## config.mk

```make
export PLATFORM = sky130hd
export DESIGN_NAME = ppp_host
export DESIGN_NICKNAME = d
export VERILOG_FILES = /design/src/hdl/ppp_pkg.sv /design/src/hdl/ppp_fifo.sv /design/src/hdl/ppp_host.sv
export SDC_FILE = /design/constraint.sdc
export NUM_CORES = 1
export LEC_CHECK = 0
export BUFFER_PORTS_ARGS = -buffer_cell sky130_fd_sc_hd__clkbuf_2
export CAP_MARGIN = 20
export CORE_MARGIN = 1.5
export CORE_UTILIZATION = 54
export DETAILED_ROUTE_END_ITERATION = 8
export PLACE_DENSITY_LB_ADDON = 0.3
export SLEW_MARGIN = 30
export SYNTH_ARGS = -nofsm -noshare
export SYNTH_HDL_FRONTEND = slang
export SYNTH_HIERARCHICAL = 1
export SYNTH_SLANG_ARGS = --single-unit
export TNS_END_PERCENT = 100
```

## constraint.sdc

```tcl
create_clock -name clk -period 2.3 [get_ports clk]
set_input_delay 0.23 -clock clk [delete_from_list [all_inputs] [get_ports clk]]
set_output_delay 0.23 -clock clk [all_outputs]
set_load 0.005 [all_outputs]
```

## src/hdl/ppp_pkg.sv

```systemverilog
// Constants, types and pin codes for the parallel programming port controller.
package ppp_pkg;

  // ****************************************
  // Timing
  // ****************************************
  localparam int CLK_MHZ    = 200;
  localparam int SETUP_NS   = 100;
  localparam int SETUP_CYC  = (SETUP_NS * CLK_MHZ + 999) / 1000;
  localparam int STROBE_NS  = 50;
  localparam int STROBE_CYC = (STROBE_NS * CLK_MHZ + 999) / 1000;
  localparam int READ_NS    = 50;
  localparam int READ_CYC   = (READ_NS * CLK_MHZ + 999) / 1000;
  localparam int GRACE_CYC  = 8;
  localparam int ERASE_US   = 10000;

  // ****************************************
  // Pin codes and command bytes
  // ****************************************
  localparam logic [1:0] ACT_ADDR = 2'h0;
  localparam logic [1:0] ACT_DATA = 2'h1;
  localparam logic [1:0] ACT_CMD  = 2'h2;
  localparam logic [1:0] ACT_IDLE = 2'h3;
  localparam logic [7:0] CMD_ERASE    = 8'h80;
  localparam logic [7:0] CMD_FUSE_WR  = 8'h40;
  localparam logic [7:0] CMD_LOCK_WR  = 8'h20;
  localparam logic [7:0] CMD_FLASH_WR = 8'h10;
  localparam logic [7:0] CMD_EE_WR    = 8'h11;
  localparam logic [7:0] CMD_SIG_RD   = 8'h08;
  localparam logic [7:0] CMD_FL_RD    = 8'h04;
  localparam logic [7:0] CMD_FLASH_RD = 8'h02;
  localparam logic [7:0] CMD_EE_RD    = 8'h03;
  localparam logic [7:0] ADDR_HI_MASK = 8'h03;
  localparam logic [7:0] ERASED_BYTE  = 8'hFF;

  // ****************************************
  // Types
  // ****************************************
  typedef enum logic [2:0] {
    OP_ENTER = 3'h0,
    OP_CMD   = 3'h1,
    OP_ADDR  = 3'h2,
    OP_DATA  = 3'h3,
    OP_WRITE = 3'h4,
    OP_READ  = 3'h5,
    OP_EXIT  = 3'h6,
    OP_NOP   = 3'h7
  } ppp_op_t;

  typedef struct packed {
    ppp_op_t    op;
    logic       bs;
    logic [7:0] data;
  } ppp_req_t;

endpackage

```

## src/hdl/ppp_fifo.sv

```systemverilog
// Small first-in first-out buffer with valid and ready on both sides.
`timescale 1ns/1ps
module ppp_fifo
  import ppp_pkg::*;
#(
  parameter int WIDTH = 8,
  parameter int DEPTH = 4
) (
  // Clock and reset
  input  wire logic             clk,
  input  wire logic             nrst,
  // Fill side
  input  wire logic             in_valid,
  output logic                  in_ready,
  input  wire logic [WIDTH-1:0] in_data,
  // Drain side
  output logic                  out_valid,
  input  wire logic             out_ready,
  output logic [WIDTH-1:0]      out_data
);
  localparam int AW = (DEPTH > 1) ? $clog2(DEPTH) : 1;

  logic [WIDTH-1:0] mem_r [DEPTH];
  logic [AW-1:0]    wp_r;
  logic [AW-1:0]    rp_r;
  logic [AW:0]      cnt_r;
  logic             push;
  logic             pop;

  // Full and empty come straight from the occupancy count.
  assign in_ready  = (cnt_r != (AW+1)'(DEPTH));
  assign out_valid = (cnt_r != '0);
  assign push      = in_valid && in_ready;
  assign pop       = out_valid && out_ready;
  assign out_data  = mem_r[rp_r];

  // Storage is written only; it needs no reset.
  always_ff @(posedge clk) begin
    if (push) begin
      mem_r[wp_r] <= in_data;
    end
  end

  // Pointers wrap at the depth, which need not be a power of two.
  always_ff @(posedge clk or negedge nrst) begin
    if (!nrst) begin
      wp_r  <= '0;
      rp_r  <= '0;
      cnt_r <= '0;
    end else begin
      if (push) begin
        wp_r <= (wp_r == AW'(DEPTH-1)) ? '0 : wp_r + 1'b1;
      end
      if (pop) begin
        rp_r <= (rp_r == AW'(DEPTH-1)) ? '0 : rp_r + 1'b1;
      end
      cnt_r <= cnt_r + (AW+1)'(push) - (AW+1)'(pop);
    end
  end
endmodule

```

## src/hdl/ppp_host.sv

```systemverilog
// Programmer that drives the parallel programming pins of the target device.
`timescale 1ns/1ps
module ppp_host
  import ppp_pkg::*;
#(
  parameter int ERASE_US_P = ERASE_US,
  parameter int CNT_W      = 24,
  parameter bit SKIP_FF    = 1'b1,
  parameter int FIFO_DEPTH = 4
) (
  // Clock and reset
  input  wire logic       clk,
  input  wire logic       nrst,
  // User requests
  input  wire logic       req_valid,
  output logic            req_ready,
  input  wire ppp_req_t   req,
  output logic            done,
  output logic            refused,
  output logic            prog_mode,
  // Read data to user
  output logic            rd_valid,
  input  wire logic       rd_ready,
  output logic [7:0]      rd_data,
  // Device pins
  output logic            reset_hv,
  output logic            load_strobe,
  output logic            xtal_action_1,
  output logic            xtal_action_0,
  output logic            byte_select,
  output logic            write_strobe_n,
  output logic            output_enable_n,
  output logic [7:0]      data_o,
  output logic            data_oe_n,
  input  wire logic [7:0] data_i,
  input  wire logic       ready_busy_n
);
  localparam int ERASE_CYC = ERASE_US_P * CLK_MHZ;

  typedef enum logic [3:0] {
    S_IDLE   = 4'h0,
    S_ENT_LO = 4'h1,
    S_ENT_HV = 4'h2,
    S_SETUP  = 4'h3,
    S_LOAD   = 4'h4,
    S_WR_LO  = 4'h5,
    S_WAIT_LO = 4'h6,
    S_WAIT_HI = 4'h7,
    S_RD     = 4'h8,
    S_PUSH   = 4'h9,
    S_GAP    = 4'hA
  } ppp_state_t;

  // Commands whose writes touch flash or EEPROM and so need a prior erase.
  function automatic logic is_mem_wr(input logic [7:0] c);
    return (c == CMD_FLASH_WR) || (c == CMD_EE_WR);
  endfunction

  // Commands whose write pulse gives no ready/busy activity.
  function automatic logic is_silent_wr(input logic [7:0] c);
    return (c == CMD_ERASE) || (c == CMD_FUSE_WR);
  endfunction

  ppp_state_t       state_r;
  logic [CNT_W-1:0] cnt_r;
  logic [1:0]       act_r;
  logic             mode_r;
  logic             done_r;
  logic             refused_r;
  logic [7:0]       cmd_r;
  logic [7:0]       hi_last_r;
  logic             hi_ok_r;
  logic [7:0]       dlo_r;
  logic [7:0]       dhi_r;
  logic             erased_r;
  logic [7:0]       rd_byte_r;
  logic             fifo_in_ready;
  logic             accept;
  logic             skip_hi;
  logic             wr_bad;
  logic             wr_skip;
  logic [7:0]       pend_byte;
  logic             act_go;

  // ****************************************
  // Request decisions
  // ****************************************

  // A request is taken only in idle; the decisions below look at it then.
  assign req_ready = (state_r == S_IDLE);
  assign accept    = req_ready && req_valid;
  assign pend_byte = req.bs ? dhi_r : dlo_r;
  // Same high byte again means the same page, so the load is dropped.
  assign skip_hi   = (req.op == OP_ADDR) && req.bs && hi_ok_r
                     && ((req.data & ADDR_HI_MASK) == hi_last_r);
  assign wr_bad    = (req.op == OP_WRITE) && is_mem_wr(cmd_r) && !erased_r;
  assign wr_skip   = SKIP_FF && (req.op == OP_WRITE) && is_mem_wr(cmd_r)
                     && (pend_byte == ERASED_BYTE);
  // A request that really reaches the pins while in programming mode.
  assign act_go    = accept && mode_r && !skip_hi && !wr_bad && !wr_skip;

  assign done          = done_r;
  assign refused       = refused_r;
  assign prog_mode     = mode_r;
  assign xtal_action_1 = act_r[1];
  assign xtal_action_0 = act_r[0];

  // ****************************************
  // Pin sequencer
  // ****************************************

  // One state machine paces every pin; counts are loaded as cycles minus one, ending on zero.
  always_ff @(posedge clk or negedge nrst) begin
    if (!nrst) begin
      state_r         <= S_IDLE;
      cnt_r           <= '0;
      mode_r          <= 1'b0;
      done_r          <= 1'b0;
      refused_r       <= 1'b0;
      reset_hv        <= 1'b0;
      load_strobe     <= 1'b0;
      act_r           <= ACT_IDLE;
      byte_select     <= 1'b0;
      write_strobe_n  <= 1'b1;
      output_enable_n <= 1'b1;
      data_o          <= '0;
      data_oe_n       <= 1'b1;
      rd_byte_r       <= '0;
    end else begin
      done_r    <= 1'b0;
      refused_r <= 1'b0;
      case (state_r)
        S_IDLE: begin
          if (accept) begin
            if (req.op == OP_ENTER) begin
              // Reset pin and byte_select low before the high voltage.
              reset_hv       <= 1'b0;
              byte_select    <= 1'b0;
              mode_r         <= 1'b0;
              act_r          <= ACT_IDLE;
              write_strobe_n <= 1'b1;
              data_oe_n      <= 1'b1;
              cnt_r          <= CNT_W'(SETUP_CYC - 1);
              state_r        <= S_ENT_LO;
            end else if (req.op == OP_EXIT) begin
              reset_hv  <= 1'b0;
              mode_r    <= 1'b0;
              data_oe_n <= 1'b1;
              done_r    <= 1'b1;
            end else if (!mode_r || wr_bad || req.op == OP_NOP) begin
              refused_r <= 1'b1;
              done_r    <= 1'b1;
            end else if (skip_hi || wr_skip) begin
              done_r <= 1'b1;
            end else if (req.op == OP_WRITE) begin
              // The latched command picks what the pulse does.
              byte_select    <= req.bs;
              data_oe_n      <= 1'b1;
              write_strobe_n <= 1'b0;
              cnt_r          <= (cmd_r == CMD_ERASE) ? CNT_W'(ERASE_CYC - 1)
                                                     : CNT_W'(STROBE_CYC - 1);
              state_r        <= S_WR_LO;
            end else if (req.op == OP_READ) begin
              // Release the bus in the same edge that hands it to the device.
              byte_select     <= req.bs;
              data_oe_n       <= 1'b1;
              output_enable_n <= 1'b0;
              cnt_r           <= CNT_W'(READ_CYC - 1);
              state_r         <= S_RD;
            end else begin
              // Command, address or data: set pins, then strobe.
              act_r     <= (req.op == OP_CMD)  ? ACT_CMD :
                           (req.op == OP_ADDR) ? ACT_ADDR : ACT_DATA;
              byte_select <= (req.op == OP_CMD) ? 1'b0 : req.bs;
              data_o    <= (req.op == OP_ADDR && req.bs) ? (req.data & ADDR_HI_MASK)
                                                         : req.data;
              data_oe_n <= 1'b0;
              state_r   <= S_SETUP;
            end
          end
        end
        S_ENT_LO: begin
          if (cnt_r == '0) begin
            reset_hv <= 1'b1;
            cnt_r    <= CNT_W'(SETUP_CYC - 1);
            state_r  <= S_ENT_HV;
          end else begin
            cnt_r <= cnt_r - 1'b1;
          end
        end
        S_ENT_HV: begin
          // byte_select is left alone for the whole settle window.
          if (cnt_r == '0) begin
            mode_r  <= 1'b1;
            done_r  <= 1'b1;
            state_r <= S_IDLE;
          end else begin
            cnt_r <= cnt_r - 1'b1;
          end
        end
        S_SETUP: begin
          load_strobe <= 1'b1;
          cnt_r       <= CNT_W'(STROBE_CYC - 1);
          state_r     <= S_LOAD;
        end
        S_LOAD: begin
          if (cnt_r == '0) begin
            load_strobe <= 1'b0;
            cnt_r       <= CNT_W'(STROBE_CYC - 1);
            state_r     <= S_GAP;
          end else begin
            cnt_r <= cnt_r - 1'b1;
          end
        end
        S_WR_LO: begin
          if (cnt_r == '0) begin
            write_strobe_n <= 1'b1;
            if (is_silent_wr(cmd_r)) begin
              cnt_r   <= CNT_W'(STROBE_CYC - 1);
              state_r <= S_GAP;
            end else begin
              cnt_r   <= CNT_W'(GRACE_CYC - 1);
              state_r <= S_WAIT_LO;
            end
          end else begin
            cnt_r <= cnt_r - 1'b1;
          end
        end
        S_WAIT_LO: begin
          // A fast device may never show busy, so the wait is bounded.
          if (!ready_busy_n || cnt_r == '0) begin
            state_r <= S_WAIT_HI;
          end else begin
            cnt_r <= cnt_r - 1'b1;
          end
        end
        S_WAIT_HI: begin
          if (ready_busy_n) begin
            done_r  <= 1'b1;
            state_r <= S_IDLE;
          end
        end
        S_RD: begin
          if (cnt_r == '0) begin
            rd_byte_r <= data_i;
            state_r   <= S_PUSH;
          end else begin
            cnt_r <= cnt_r - 1'b1;
          end
        end
        S_PUSH: begin
          // A full buffer holds the sequencer here until the user drains it.
          if (fifo_in_ready) begin
            output_enable_n <= 1'b1;
            cnt_r           <= CNT_W'(STROBE_CYC - 1);
            state_r         <= S_GAP;
          end
        end
        S_GAP: begin
          if (cnt_r == '0) begin
            done_r  <= 1'b1;
            state_r <= S_IDLE;
          end else begin
            cnt_r <= cnt_r - 1'b1;
          end
        end
        default: begin
          state_r <= S_IDLE;
        end
      endcase
    end
  end

  // ****************************************
  // Mirror of the device latches
  // ****************************************

  // Tracks what the device holds, since it keeps command and address.
  always_ff @(posedge clk or negedge nrst) begin
    if (!nrst) begin
      cmd_r     <= '0;
      hi_last_r <= '0;
      hi_ok_r   <= 1'b0;
      dlo_r     <= '0;
      dhi_r     <= '0;
      erased_r  <= 1'b0;
    end else if (accept && req.op == OP_ENTER) begin
      cmd_r    <= '0;
      hi_ok_r  <= 1'b0;
      erased_r <= 1'b0;
    end else if (act_go) begin
      case (req.op)
        OP_CMD: begin
          cmd_r <= req.data;
        end
        OP_ADDR: begin
          if (req.bs) begin
            hi_last_r <= req.data & ADDR_HI_MASK;
            hi_ok_r   <= 1'b1;
          end
        end
        OP_DATA: begin
          if (req.bs) begin
            dhi_r <= req.data;
          end else begin
            dlo_r <= req.data;
          end
        end
        OP_WRITE: begin
          if (cmd_r == CMD_ERASE) begin
            erased_r <= 1'b1;
          end
        end
        default: begin
          erased_r <= erased_r;
        end
      endcase
    end
  end

  // ****************************************
  // Read buffer
  // ****************************************
  ppp_fifo #(
    .WIDTH (8),
    .DEPTH (FIFO_DEPTH)
  ) u_fifo (
    .clk       (clk),
    .nrst      (nrst),
    .in_valid  (state_r == S_PUSH),
    .in_ready  (fifo_in_ready),
    .in_data   (rd_byte_r),
    .out_valid (rd_valid),
    .out_ready (rd_ready),
    .out_data  (rd_data)
  );

  // ****************************************
  // Checks
  // ****************************************

  // Helper counts: cycles of reset and byte_select low, of high voltage, and of write low.
  logic [7:0]       low_cnt_r;
  logic [7:0]       hv_age_r;
  logic [CNT_W-1:0] wlow_cnt_r;
  always_ff @(posedge clk or negedge nrst) begin
    if (!nrst) begin
      low_cnt_r  <= '0;
      hv_age_r   <= '0;
      wlow_cnt_r <= '0;
    end else begin
      low_cnt_r  <= (reset_hv || byte_select) ? '0 :
                    (low_cnt_r == 8'hFF) ? low_cnt_r : low_cnt_r + 1'b1;
      hv_age_r   <= !reset_hv ? '0 : (hv_age_r == 8'hFF) ? hv_age_r : hv_age_r + 1'b1;
      wlow_cnt_r <= write_strobe_n ? '0 : wlow_cnt_r + 1'b1;
    end
  end

  a_entry_low_time: assert property (@(posedge clk) disable iff (!nrst)
    $rose(reset_hv) |-> low_cnt_r >= 8'(SETUP_CYC))
    else $error("High voltage applied too soon after reset low.");

  a_bs_hold_hv: assert property (@(posedge clk) disable iff (!nrst)
    reset_hv && hv_age_r < 8'(SETUP_CYC) |-> $stable(byte_select))
    else $error("byte_select moved while high voltage settled.");

  a_erase_width: assert property (@(posedge clk) disable iff (!nrst)
    $rose(write_strobe_n) && cmd_r == CMD_ERASE |-> wlow_cnt_r == CNT_W'(ERASE_CYC))
    else $error("Erase pulse width wrong.");

  a_erase_first: assert property (@(posedge clk) disable iff (!nrst)
    $fell(write_strobe_n) && is_mem_wr(cmd_r) |-> erased_r)
    else $error("Memory write issued before chip erase.");

  a_addr_hi_mask: assert property (@(posedge clk) disable iff (!nrst)
    $rose(load_strobe) && act_r == ACT_ADDR && byte_select |-> (data_o & ~ADDR_HI_MASK) == '0)
    else $error("Address high byte carries upper bits.");

  a_load_drive: assert property (@(posedge clk) disable iff (!nrst)
    $rose(load_strobe) |-> !data_oe_n && output_enable_n && $stable(data_o) ##1
    load_strobe && $stable(act_r) && $stable(data_o))
    else $error("Pins moved around a load strobe.");

  a_wait_ready: assert property (@(posedge clk) disable iff (!nrst)
    $rose(write_strobe_n) && !is_silent_wr(cmd_r) |-> write_strobe_n throughout
    (state_r == S_WAIT_LO ##[1:8] state_r == S_WAIT_HI))
    else $error("Write sequence did not wait for ready.");

  a_no_bus_fight: assert property (@(posedge clk) disable iff (!nrst)
    !output_enable_n |-> data_oe_n)
    else $error("Controller drives data while device output enabled.");

  a_skip_erased: assert property (@(posedge clk) disable iff (!nrst)
    accept && wr_skip |=> write_strobe_n && done_r)
    else $error("Erased value was written.");

  a_page_reload: assert property (@(posedge clk) disable iff (!nrst)
    accept && mode_r && skip_hi |=> !load_strobe && state_r == S_IDLE)
    else $error("Same page high byte reloaded.");
endmodule

```

# After elaboration in Yosys (flattened, before gate mapping)
# Memories as Yosys holds them, arrays and structs flattened.
# Index checks and enable logic that the tools add are counted.
dict set report classes {
  addsub 5
  n_eq_ne 57
  muxes 108
  bitwise 8
  reduce_logical 62
}
# operator count
set op_table {}
lappend op_table {{24-bit 2-to-1 mux} 13}
lappend op_table {{24-bit case mux with 8 select lines} 1}
lappend op_table {{4-bit 2-to-1 mux} 17}
lappend op_table {{1-bit 2-to-1 mux} 55}
lappend op_table {{8-bit 2-to-1 mux} 5}
lappend op_table {{4-bit case mux with 10 select lines} 1}
lappend op_table {{2-bit inequality test, second input constant} 15}
lappend op_table {{24-bit zero test} 1}
lappend op_table {{4-bit AND reduction} 6}
lappend op_table {{24-bit by 1-bit subtractor with 24-bit output, second input constant} 1}
lappend op_table {{2-bit nonzero test} 11}
lappend op_table {{21-bit 2-to-1 mux} 1}
lappend op_table {{2-bit 2-to-1 mux} 9}
lappend op_table {{9-bit AND reduction} 2}
lappend op_table {{4-bit by 3-bit equality test with 1-bit output, second input constant} 4}
lappend op_table {{8-bit by 5-bit equality test with 1-bit output, second input constant} 2}
lappend op_table {{8-bit equality test, second input constant} 2}
lappend op_table {{2-bit by 1-bit inequality test with 1-bit output, second input constant} 8}
lappend op_table {{3-bit by 2-bit inequality test with 1-bit output, second input constant} 5}
lappend op_table {{1-bit logical AND} 14}
lappend op_table {{7-bit AND reduction} 2}
lappend op_table {{3-bit equality test, second input constant} 4}
lappend op_table {{4-bit equality test, second input constant} 3}
lappend op_table {{12-bit AND reduction} 1}
lappend op_table {{other kinds (28)} 57}
dict set report totals {
  ff_bits 90
  ram_bits 32
  in_bits 25
  out_inout_bits 29
  elab_cells 264
  n_memories 1
}
# memory depth width read_ports rd_ports_with_merged_regs wr line_no
set mem_list {}
lappend mem_list {u_fifo.mem_r 4 8 1 0 1 ppp_fifo.sv:23} ;# logic [WIDTH-1:0] mem_r [DEPTH];

# Depth between registers and ports, before layout
# Gate-level depths: netlist of the first run.
dict set report logic_depth {
  depth_word 11
  mapped_depth 12
  depth_no_buf 11
}

# By module
# The synthesis of the first run kept the hierarchy.
# module instances cells_per_inst area_each_um2 seq_area_each_um2
set by_module_without_submodules {}
lappend by_module_without_submodules {ppp_host 1 504 4767.1 2083.2}
lappend by_module_without_submodules {ppp_fifo 1 85 1625.3 1136.1}

# Worst setup path after synthesis of the first run
# OpenSTA, ideal clock, no wires.
dict set report synth_path {
  path_type {reg2reg}
  startpoint {register, netlist name cnt_r[18]}
  endpoint {register, netlist name cnt_r[23]}
  setup_ps 123
  t_arrival_ps 2425
  t_required_ps 2177
  path_slack_ps -247
  stages_incl_launch_ff 9
  path_buffers 2
  period_less_slack_ps 2547
  cell_sequence {dfrtp_1 or4_1 buf_2 or4_4 o221ai_4 nand2_4 buf_6 a211o_1 o2bb2ai_1}
}

==> flow_summary.toml, run 1 <==
[placed_design]
port_buffers = 53
hpwl_um = 11800
gp_congestion = 0.9338

[pwr]
p_switching_mw = 1.329
pwr-share-clk_pct = 46.6
vdd.ir_drop.worst_uv = 722.3
p_int_mw = 4.344
p_comb_share_pct = 10.8
power.total_mw = 5.673
seqPwrFrac_pct = 42.5
p_sw_share_pct = 23.42
power_density_nw_per_um2 = 678.5
p_leak_nw = 3.597

[die]
dieHeight_um = 111.8
ios = 54
core_area_um2 = 11470
die_x_um = 111.8
rows = 39
initial_utilization_pct = 55.74
die-area_um2 = 12500

[worst_setup_path]
reg2reg_depth = 8
required_ns = 2.59
r2r_end = "cnt_r[5]"
reg2reg_from = "cnt_r[12]"
crit_type = "reg2reg"
rrSetupSlack_ns = -0.27
critPathLaunchType = "flop"
endpoint_kind = "flop"
worstPathArrival_ns = 2.86
path_max_fanout = 5

[clock_network]
clk_latency_ns = 0.42
clockRootBuffer = "clkbuf_16"
cts_buffer_depth = 2
ctsHtreeMaxLevel = 4
cts_tree = "built"
cts_buffers = 17
cts.clk_slew.worst_paths_ns = 0.06
numClockSinks = 122

[route]
drc = 0
drt-total-wl_um = 17410
postRouteAntennaNets = 0
avgViaCountPerCell = 6.141
post_drt_wl_per_cell_um = 19.76
firstDrtPassIters = 5
vias = 5410
drt_iter0_markers = 444

[timing]
whs_ns = 0.03893
period_share_pct = 111.6
finalMaxSlewViolations = 0
final_hold_viol_count = 0
setup_violations = 37
tightest_slew_ns = 0.6179
fmax_ghz = 0.3897
slew_headroom_pct = 58.81
setup_ws_ns = -0.2658
finClkSkew_ns = 0.008174
grt_setup_unrepaired = "true"
min_period_ns = 2.566

[logic_synthesis]
synth-simple-area-share_pct = 16.83
synthMuxAreaShare_pct = 8.769
synth_fp_nets = 624
synth_enable_flop_cells = 32
yosys.cell_count.top_type = "dfrtp_1"
synth_top_family_by_area = "compound AO/OA/AOI/OAI gates"
synthAdderAreaFrac_pct = 2.075
synth.distinct_cells = 74
synth_area_leaders = "dfrtp_1 33%, edfxtp_1 15%, mux2_2 5.5%"
postSynth.asyncResetShare_pct = 73.77
syn_inst = 589
ys_seq_area_share_pct = 50.36
yosys.area.top_type = "dfrtp_1"
synth_xor_area_share_pct = 0.9591
synth_ff_type = "dfrtp_1"
yosysWarnings = 6
syn-cell-area_um2 = 6392
synth_common_cells = "85 x dfrtp_1, 45 x o21ai_0, 42 x nand2_1"
synth-compound-area-share_pct = 17.17
yosys_register_bits = 122
synth_top_cell_area_share_pct = 33.27
synth_area_per_cell_um2 = 10.85

[cells_and_area]
drive_gt1_share_pct = 37.94
syn_to_final_growth_pct = 30.79
antenna_cells = 0
nets = 761

[global_route]
grt_use_total_pct = 28.71
grt_pass1_vias = 5376
antenna_found_initial = 0
grt_pass1_wl_um = 27950
overflow = 0
grt_max_degree = 52

[worst_hold_path]
hold_depth = 2
worstHoldPathType = "in2reg"
min_to = "rd_byte_r[6]"
hold_start = "data_i[6]"

[outcome]
outcome = "complete, but fails checks"
failed_checks = "setup timing"

[run]
drv_cap = 0
## logic make-up (layout without fill, tap and decap cells)
kind of cell / Yosys count / count (layout)
compound gates: 159 / 159
xor+xnor: 7 / 7
fa+ha+maj: 10 / 10
buf+inv: 54 / 201
flops: 122 / 122
mux: 42 / 42
simple gates: 195 / 197
## sequential cells by signal, summed over array words and instances (netlist names), 2 cells and up
signal        cells
cnt_r            24
dhi_r             8
u_fifo/wp_r       2
data_o            8
hi_last_r         2
cmd_r             8
u_fifo/cnt_r      3
dlo_r             8
u_fifo/mem_r     32
rd_byte_r         8
state_r           4
act_r             2
u_fifo/rp_r       2
## stage by stage
stage	util (%)	setup TNS (ns)	cell area, um^2	cells	setup WS, ns
detailed placement	64.94	-6.686	7447	836	-0.3201
global route	72.91	-8.415	8361	881	-0.3344
finish	72.91	-6.047	8361	881	-0.2658
floorplan	-	-5.009	6514	589	-0.2171
CTS	71.04	-5.248	8147	873	-0.2377
global placement	64.94	-4.579	7447	836	-0.2236
## worst max-delay path by stage
| stage | start | endpoint | slack (ns) | depth (start not counted) |
|---|---|---|---|---|
| floorplan | cnt_r[18] | cnt_r[23] | -0.22 | 8 |
| CTS | cnt_r[12] | cnt_r[10] | -0.24 | 6 |
| global placement | cnt_r[18] | cnt_r[10] | -0.22 | 6 |
| finish | cnt_r[12] | cnt_r[5] | -0.27 | 8 |
| detailed placement | cnt_r[18] | cnt_r[9] | -0.32 | 6 |
| global route | cnt_r[12] | state_r[1] | -0.33 | 6 |
## what timing repair did
action / in CTS / in global routing
endpoints found under the hold margin: 35 / 0
pin swaps: 6 / 14
hold buffers: 1 / 0
buffers inserted: 3 / 7
gates cloned: 2 / 1
resized for setup: 23 / 35
setup endpoints to repair: 46 / 57
## layer usage
metal  vias to the layer above  part of all wire (%)  global-route usage, %
li1                       2501                     -                      -
met1                      2671                    43                  37.62
met2                       207                    50                  46.79
met3                        31                   6.0                  6.641
met4                         0                   1.8                  10.89
met5                         -                     0                      0
## critical path, stage by stage (launching register included)
cell	delay, ns
dfrtp_1	0.38
or4_4	0.55
or4_4	0.55
o221ai_4	0.30
buf_4	0.18
buf_4	0.10
a21oi_1	0.06
o31ai_1	0.19
o21ai_0	0.13
## area by class of cell
cell class	instances	area, um^2
Fill cell	795	3107
Sequential cell	122	3219
Clock inverter	7	91.34
Timing Repair Buffer	150	1087
Clock buffer	24	493.0
Multi-Input combinational cell	415	3213
Inverter	20	77.57
Tap cell	143	178.9
## power by group through the flow
stage               clock (mW)  sequential (mW)  combinational (mW)
CTS                       2.67             2.41               0.598
detailed placement           0             2.45               0.590
global placement             0             2.45               0.551
finish                    2.65             2.41               0.614
global route              2.76             2.43               0.686
floorplan                    0             2.37               0.417
## cells in the final DEF, fill, tap and decap left out, types with 11 or more instances in the layout
master,netlist,routed
nor3_1,15,15
clkbuf_16,0,18
nand3_1,20,15
mux2_2,31,16
a21oi_1,20,18
dfrtp_1,85,85
nand4_1,11,11
nor2_1,33,31
clkbuf_2,1,52
inv_1,19,16
nand2_1,42,42
o21ai_0,45,38
edfxtp_1,32,32
buf_4,1,85
mux2_4,0,15
o31ai_1,18,16
No activity file was read; power rests on OpenSTA's default activity.
==> run 2, diff against run 1 <==
--- a/config.mk
+++ b/config.mk
@@ -5,13 +5,13 @@
 export SDC_FILE = /design/constraint.sdc
 export NUM_CORES = 1
 export LEC_CHECK = 0
+export ABC_AREA = 1
 export BUFFER_PORTS_ARGS = -buffer_cell sky130_fd_sc_hd__clkbuf_2
 export CAP_MARGIN = 20
 export CORE_MARGIN = 1.5
-export CORE_UTILIZATION = 54
+export CORE_UTILIZATION = 55
 export DETAILED_ROUTE_END_ITERATION = 8
 export PLACE_DENSITY_LB_ADDON = 0.3
-export SLEW_MARGIN = 30
 export SYNTH_ARGS = -nofsm -noshare
 export SYNTH_HDL_FRONTEND = slang
 export SYNTH_HIERARCHICAL = 1
==> run 2 against run 1 <==
Net effect: the run now ends clean; wire length is 9.5% lower; clock-buffer cell count is 2 lower; die area is 4.1% higher; clock power is 6% lower; hold slack better by 0.0098 ns; setup slack better by 0.42 ns; combinational power grew to 8.9 times the previous value; power is 100% higher; critical endpoint is now u_fifo/cnt_r[2]; largest power group is now combinational cells; highest routed layer unchanged.
==> flow_summary.toml, run 2 <==
[cells_and_area]
fin_cells = 1084
largest_register_ffs = 32
drive_gt1_share_pct = 17.50
regArea_um2 = 3219
reg_top3 = "u_fifo/mem_r (32), cnt_r (24)"
n_fill_cell = 1003
largest-register = "u_fifo/mem_r"
antenna_cells = 0
multi_input_area_um2 = 3073
layout_commonest_cell = "nand2_1"
syn_to_final_growth_pct = 16.58
nets = 959
mostFrequentLayoutCells = "260 x nand2_1, 89 x inv_1, 85 x dfrtp_1"

[timing]
tightest_slew_ns = 0.5777
final_hold_viol_count = 0
final.setup.tns_ns = 0
period_share_pct = 93.14
finalMaxSlewViolations = 0
finClkSkew_ns = 0.006067
whs_ns = 0.04877
grt_setup_unrepaired = "false"
setup_violations = 0
min_period_ns = 2.142
slew_headroom_pct = 61.49
setup_ws_ns = 0.1579
fmax_ghz = 0.4668

[worst_setup_path]
crit_type = "reg2reg"
r2r_end = "u_fifo/cnt_r[2]"
rrSetupSlack_ns = 0.16
endpoint_kind = "flop"
required_ns = 2.60
reg2reg_depth = 10
critPathLaunchType = "flop"
path_max_fanout = 7
reg2reg_from = "state_r[3]"
worstPathArrival_ns = 2.45

[pwr]
vdd.ir_drop.worst_uv = 546.7
p_int_mw = 6.642
pwr-share-clk_pct = 21.5
power_density_nw_per_um2 = 1468
power.total_mw = 11.61
p_switching_mw = 4.973
p_sw_share_pct = 42.82
seqPwrFrac_pct = 31.7
p_comb_share_pct = 46.8
p_leak_nw = 4.035

[logic_synthesis]
syn_inst = 839
ys_seq_area_share_pct = 47.45
syn-cell-area_um2 = 6785
yosys.cell_count.top_type = "nand2_1"
synth_ff_type = "dfrtp_1"
synth_enable_flop_cells = 32
synth_top_cell_area_share_pct = 31.35
synth_fp_nets = 874
yosys.area.top_type = "dfrtp_1"
yosysWarnings = 6
synth_area_per_cell_um2 = 8.087
synth.distinct_cells = 40
synth_area_leaders = "dfrtp_1 31%, nand2_1 14%, edfxtp_1 14%"
synth_common_cells = "261 x nand2_1, 89 x inv_1, 85 x dfrtp_1"
postSynth.asyncResetShare_pct = 73.77
yosys_register_bits = 122

[route]
postRouteAntennaNets = 0
avgViaCountPerCell = 5.358
drc = 0
drt_iter0_markers = 437
vias = 5808
firstDrtPassIters = 5
post_drt_wl_per_cell_um = 14.52
drt-total-wl_um = 15750

[clock_network]
ctsHtreeMaxLevel = 4
numClockSinks = 122
cts_tree = "built"
cts.clk_slew.worst_paths_ns = 0.05
clockRootBuffer = "clkbuf_16"
clk_latency_ns = 0.42
cts_buffer_depth = 2
cts_buffers = 17

[global_route]
grt_use_total_pct = 25.83
grt_max_degree = 48
grt_pass1_vias = 5535
overflow = 0
antenna_found_initial = 0
grt_pass1_wl_um = 26260

[run]
drv_cap = 0

[die]
core_area_um2 = 12010
rows = 40
initial_utilization_pct = 56.49
die-area_um2 = 13010
dieHeight_um = 114.1
die_x_um = 114.1
ios = 54

[outcome]
outcome = "finished, final reports clean"

[placed_design]
hpwl_um = 11090
place_inst = 1049
gp_congestion = 0.9265
pre_cts_slack_ns = 0.01121
port_buffers = 53

[worst_hold_path]
hold_start = "data_i[4]"
worstHoldPathType = "in2reg"
hold_depth = 2
min_to = "rd_byte_r[4]"
run 2: cell types whose count changed after synthesis, moves of 10 or more:
| cell | before | now |
|---|---|---|
| o21ai_1 | 0 | 13 |
| o31ai_1 | 18 | 0 |
| nor2_1 | 33 | 82 |
| nand2_1 | 42 | 261 |
| mux2_2 | 31 | 8 |
| clkbuf_1 | 19 | 3 |
| nand4_1 | 11 | 27 |
| o211ai_1 | 4 | 20 |
| o21ai_0 | 45 | 21 |
| a211o_1 | 10 | 0 |
| inv_1 | 19 | 89 |
| nand3_1 | 20 | 78 |
run 2: power by group through the flow:
stage | sequential, mW | clock [mW] | combinational (mW)
3_3_place_gp | 3.68 | 0 | 5.18
5_1_grt | 3.79 | 2.63 | 6.14
3_5_place_dp | 3.70 | 0 | 5.29
4_1_cts | 3.68 | 2.53 | 5.34
2_1_floorplan | 3.56 | 0 | 4.01
6_report | 3.68 | 2.50 | 5.44
run 2: worst max-delay path by stage:
stage | start | end | cells past startpoint
after global routing | state_r[3] | u_fifo/cnt_r[2] | 10
final | state_r[3] | u_fifo/cnt_r[2] | 10
after global placement | state_r[1] | cnt_r[0] | 10
after floorplan | state_r[2] | u_fifo/cnt_r[1] | 10
after detailed placement | state_r[1] | cnt_r[7] | 10
after CTS | state_r[3] | cnt_r[7] | 9
run 2: stage by stage:
step	area, um^2	util, %
finish	7910	65.85
global route	7910	65.85
CTS	7885	65.65
detailed placement	7321	60.95
global placement	7321	60.95
floorplan	6785	-
run 2: cell families (layout without fill, tap and decap cells):
logic type / after synthesis / in the layout / share of synthesized area, %
AOI/OAI and AO/OA: 70 / 70 / 6.085
buffers and inverters: 114 / 211 / 7.524
and+or+nand+nor: 497 / 498 / 33.34
adders and majority gates: 10 / 10 / 1.955
xor gates and xnor gates: 18 / 18 / 2.323
muxes: 8 / 8 / 1.328
DFF: 122 / 122 / 47.45
run 2: timing repair:
action / in CTS / in global routing
setup buffers: 0 / 1
hold endpoints to repair: 42 / 0
gates cloned: 0 / 1
hold buffers: 1 / 0
resized for setup: 0 / 3
endpoints found under the setup margin: 4 / 30
pin swaps: 1 / 1
run 2: metal layers:
| metal | part of all wire [%] | vias to the layer above | track usage [%] |
|---|---|---|---|
| li1 | - | 2909 | - |
| met1 | 45 | 2674 | 33.73 |
| met2 | 47 | 188 | 42.73 |
| met3 | 5.0 | 37 | 4.606 |
| met4 | 2.7 | 0 | 10.83 |
| met5 | 0 | - | 0 |
run 2: final cells by class:
| type | instances | area share (%) |
|---|---|---|
| Sequential cell | 122 | 40.70 |
| Multi-Input combinational cell | 604 | 38.85 |
| Timing Repair Buffer | 86 | 6.707 |
| Clock buffer | 22 | 5.742 |
| Inverter | 93 | 4.413 |
| Tap cell | 147 | 2.325 |
| Clock inverter | 10 | 1.265 |
run 2: worst max-delay path, cell delays in order (launching register included):
cell and delay, ns:
dfrtp_1 0.51, nand2_1 0.18, nor2_4 0.19, nand2_4 0.10
ha_1 0.29, inv_1 0.06, ha_1 0.13, inv_1 0.05
fa_1 0.37, nand2_1 0.08, nand2_1 0.06
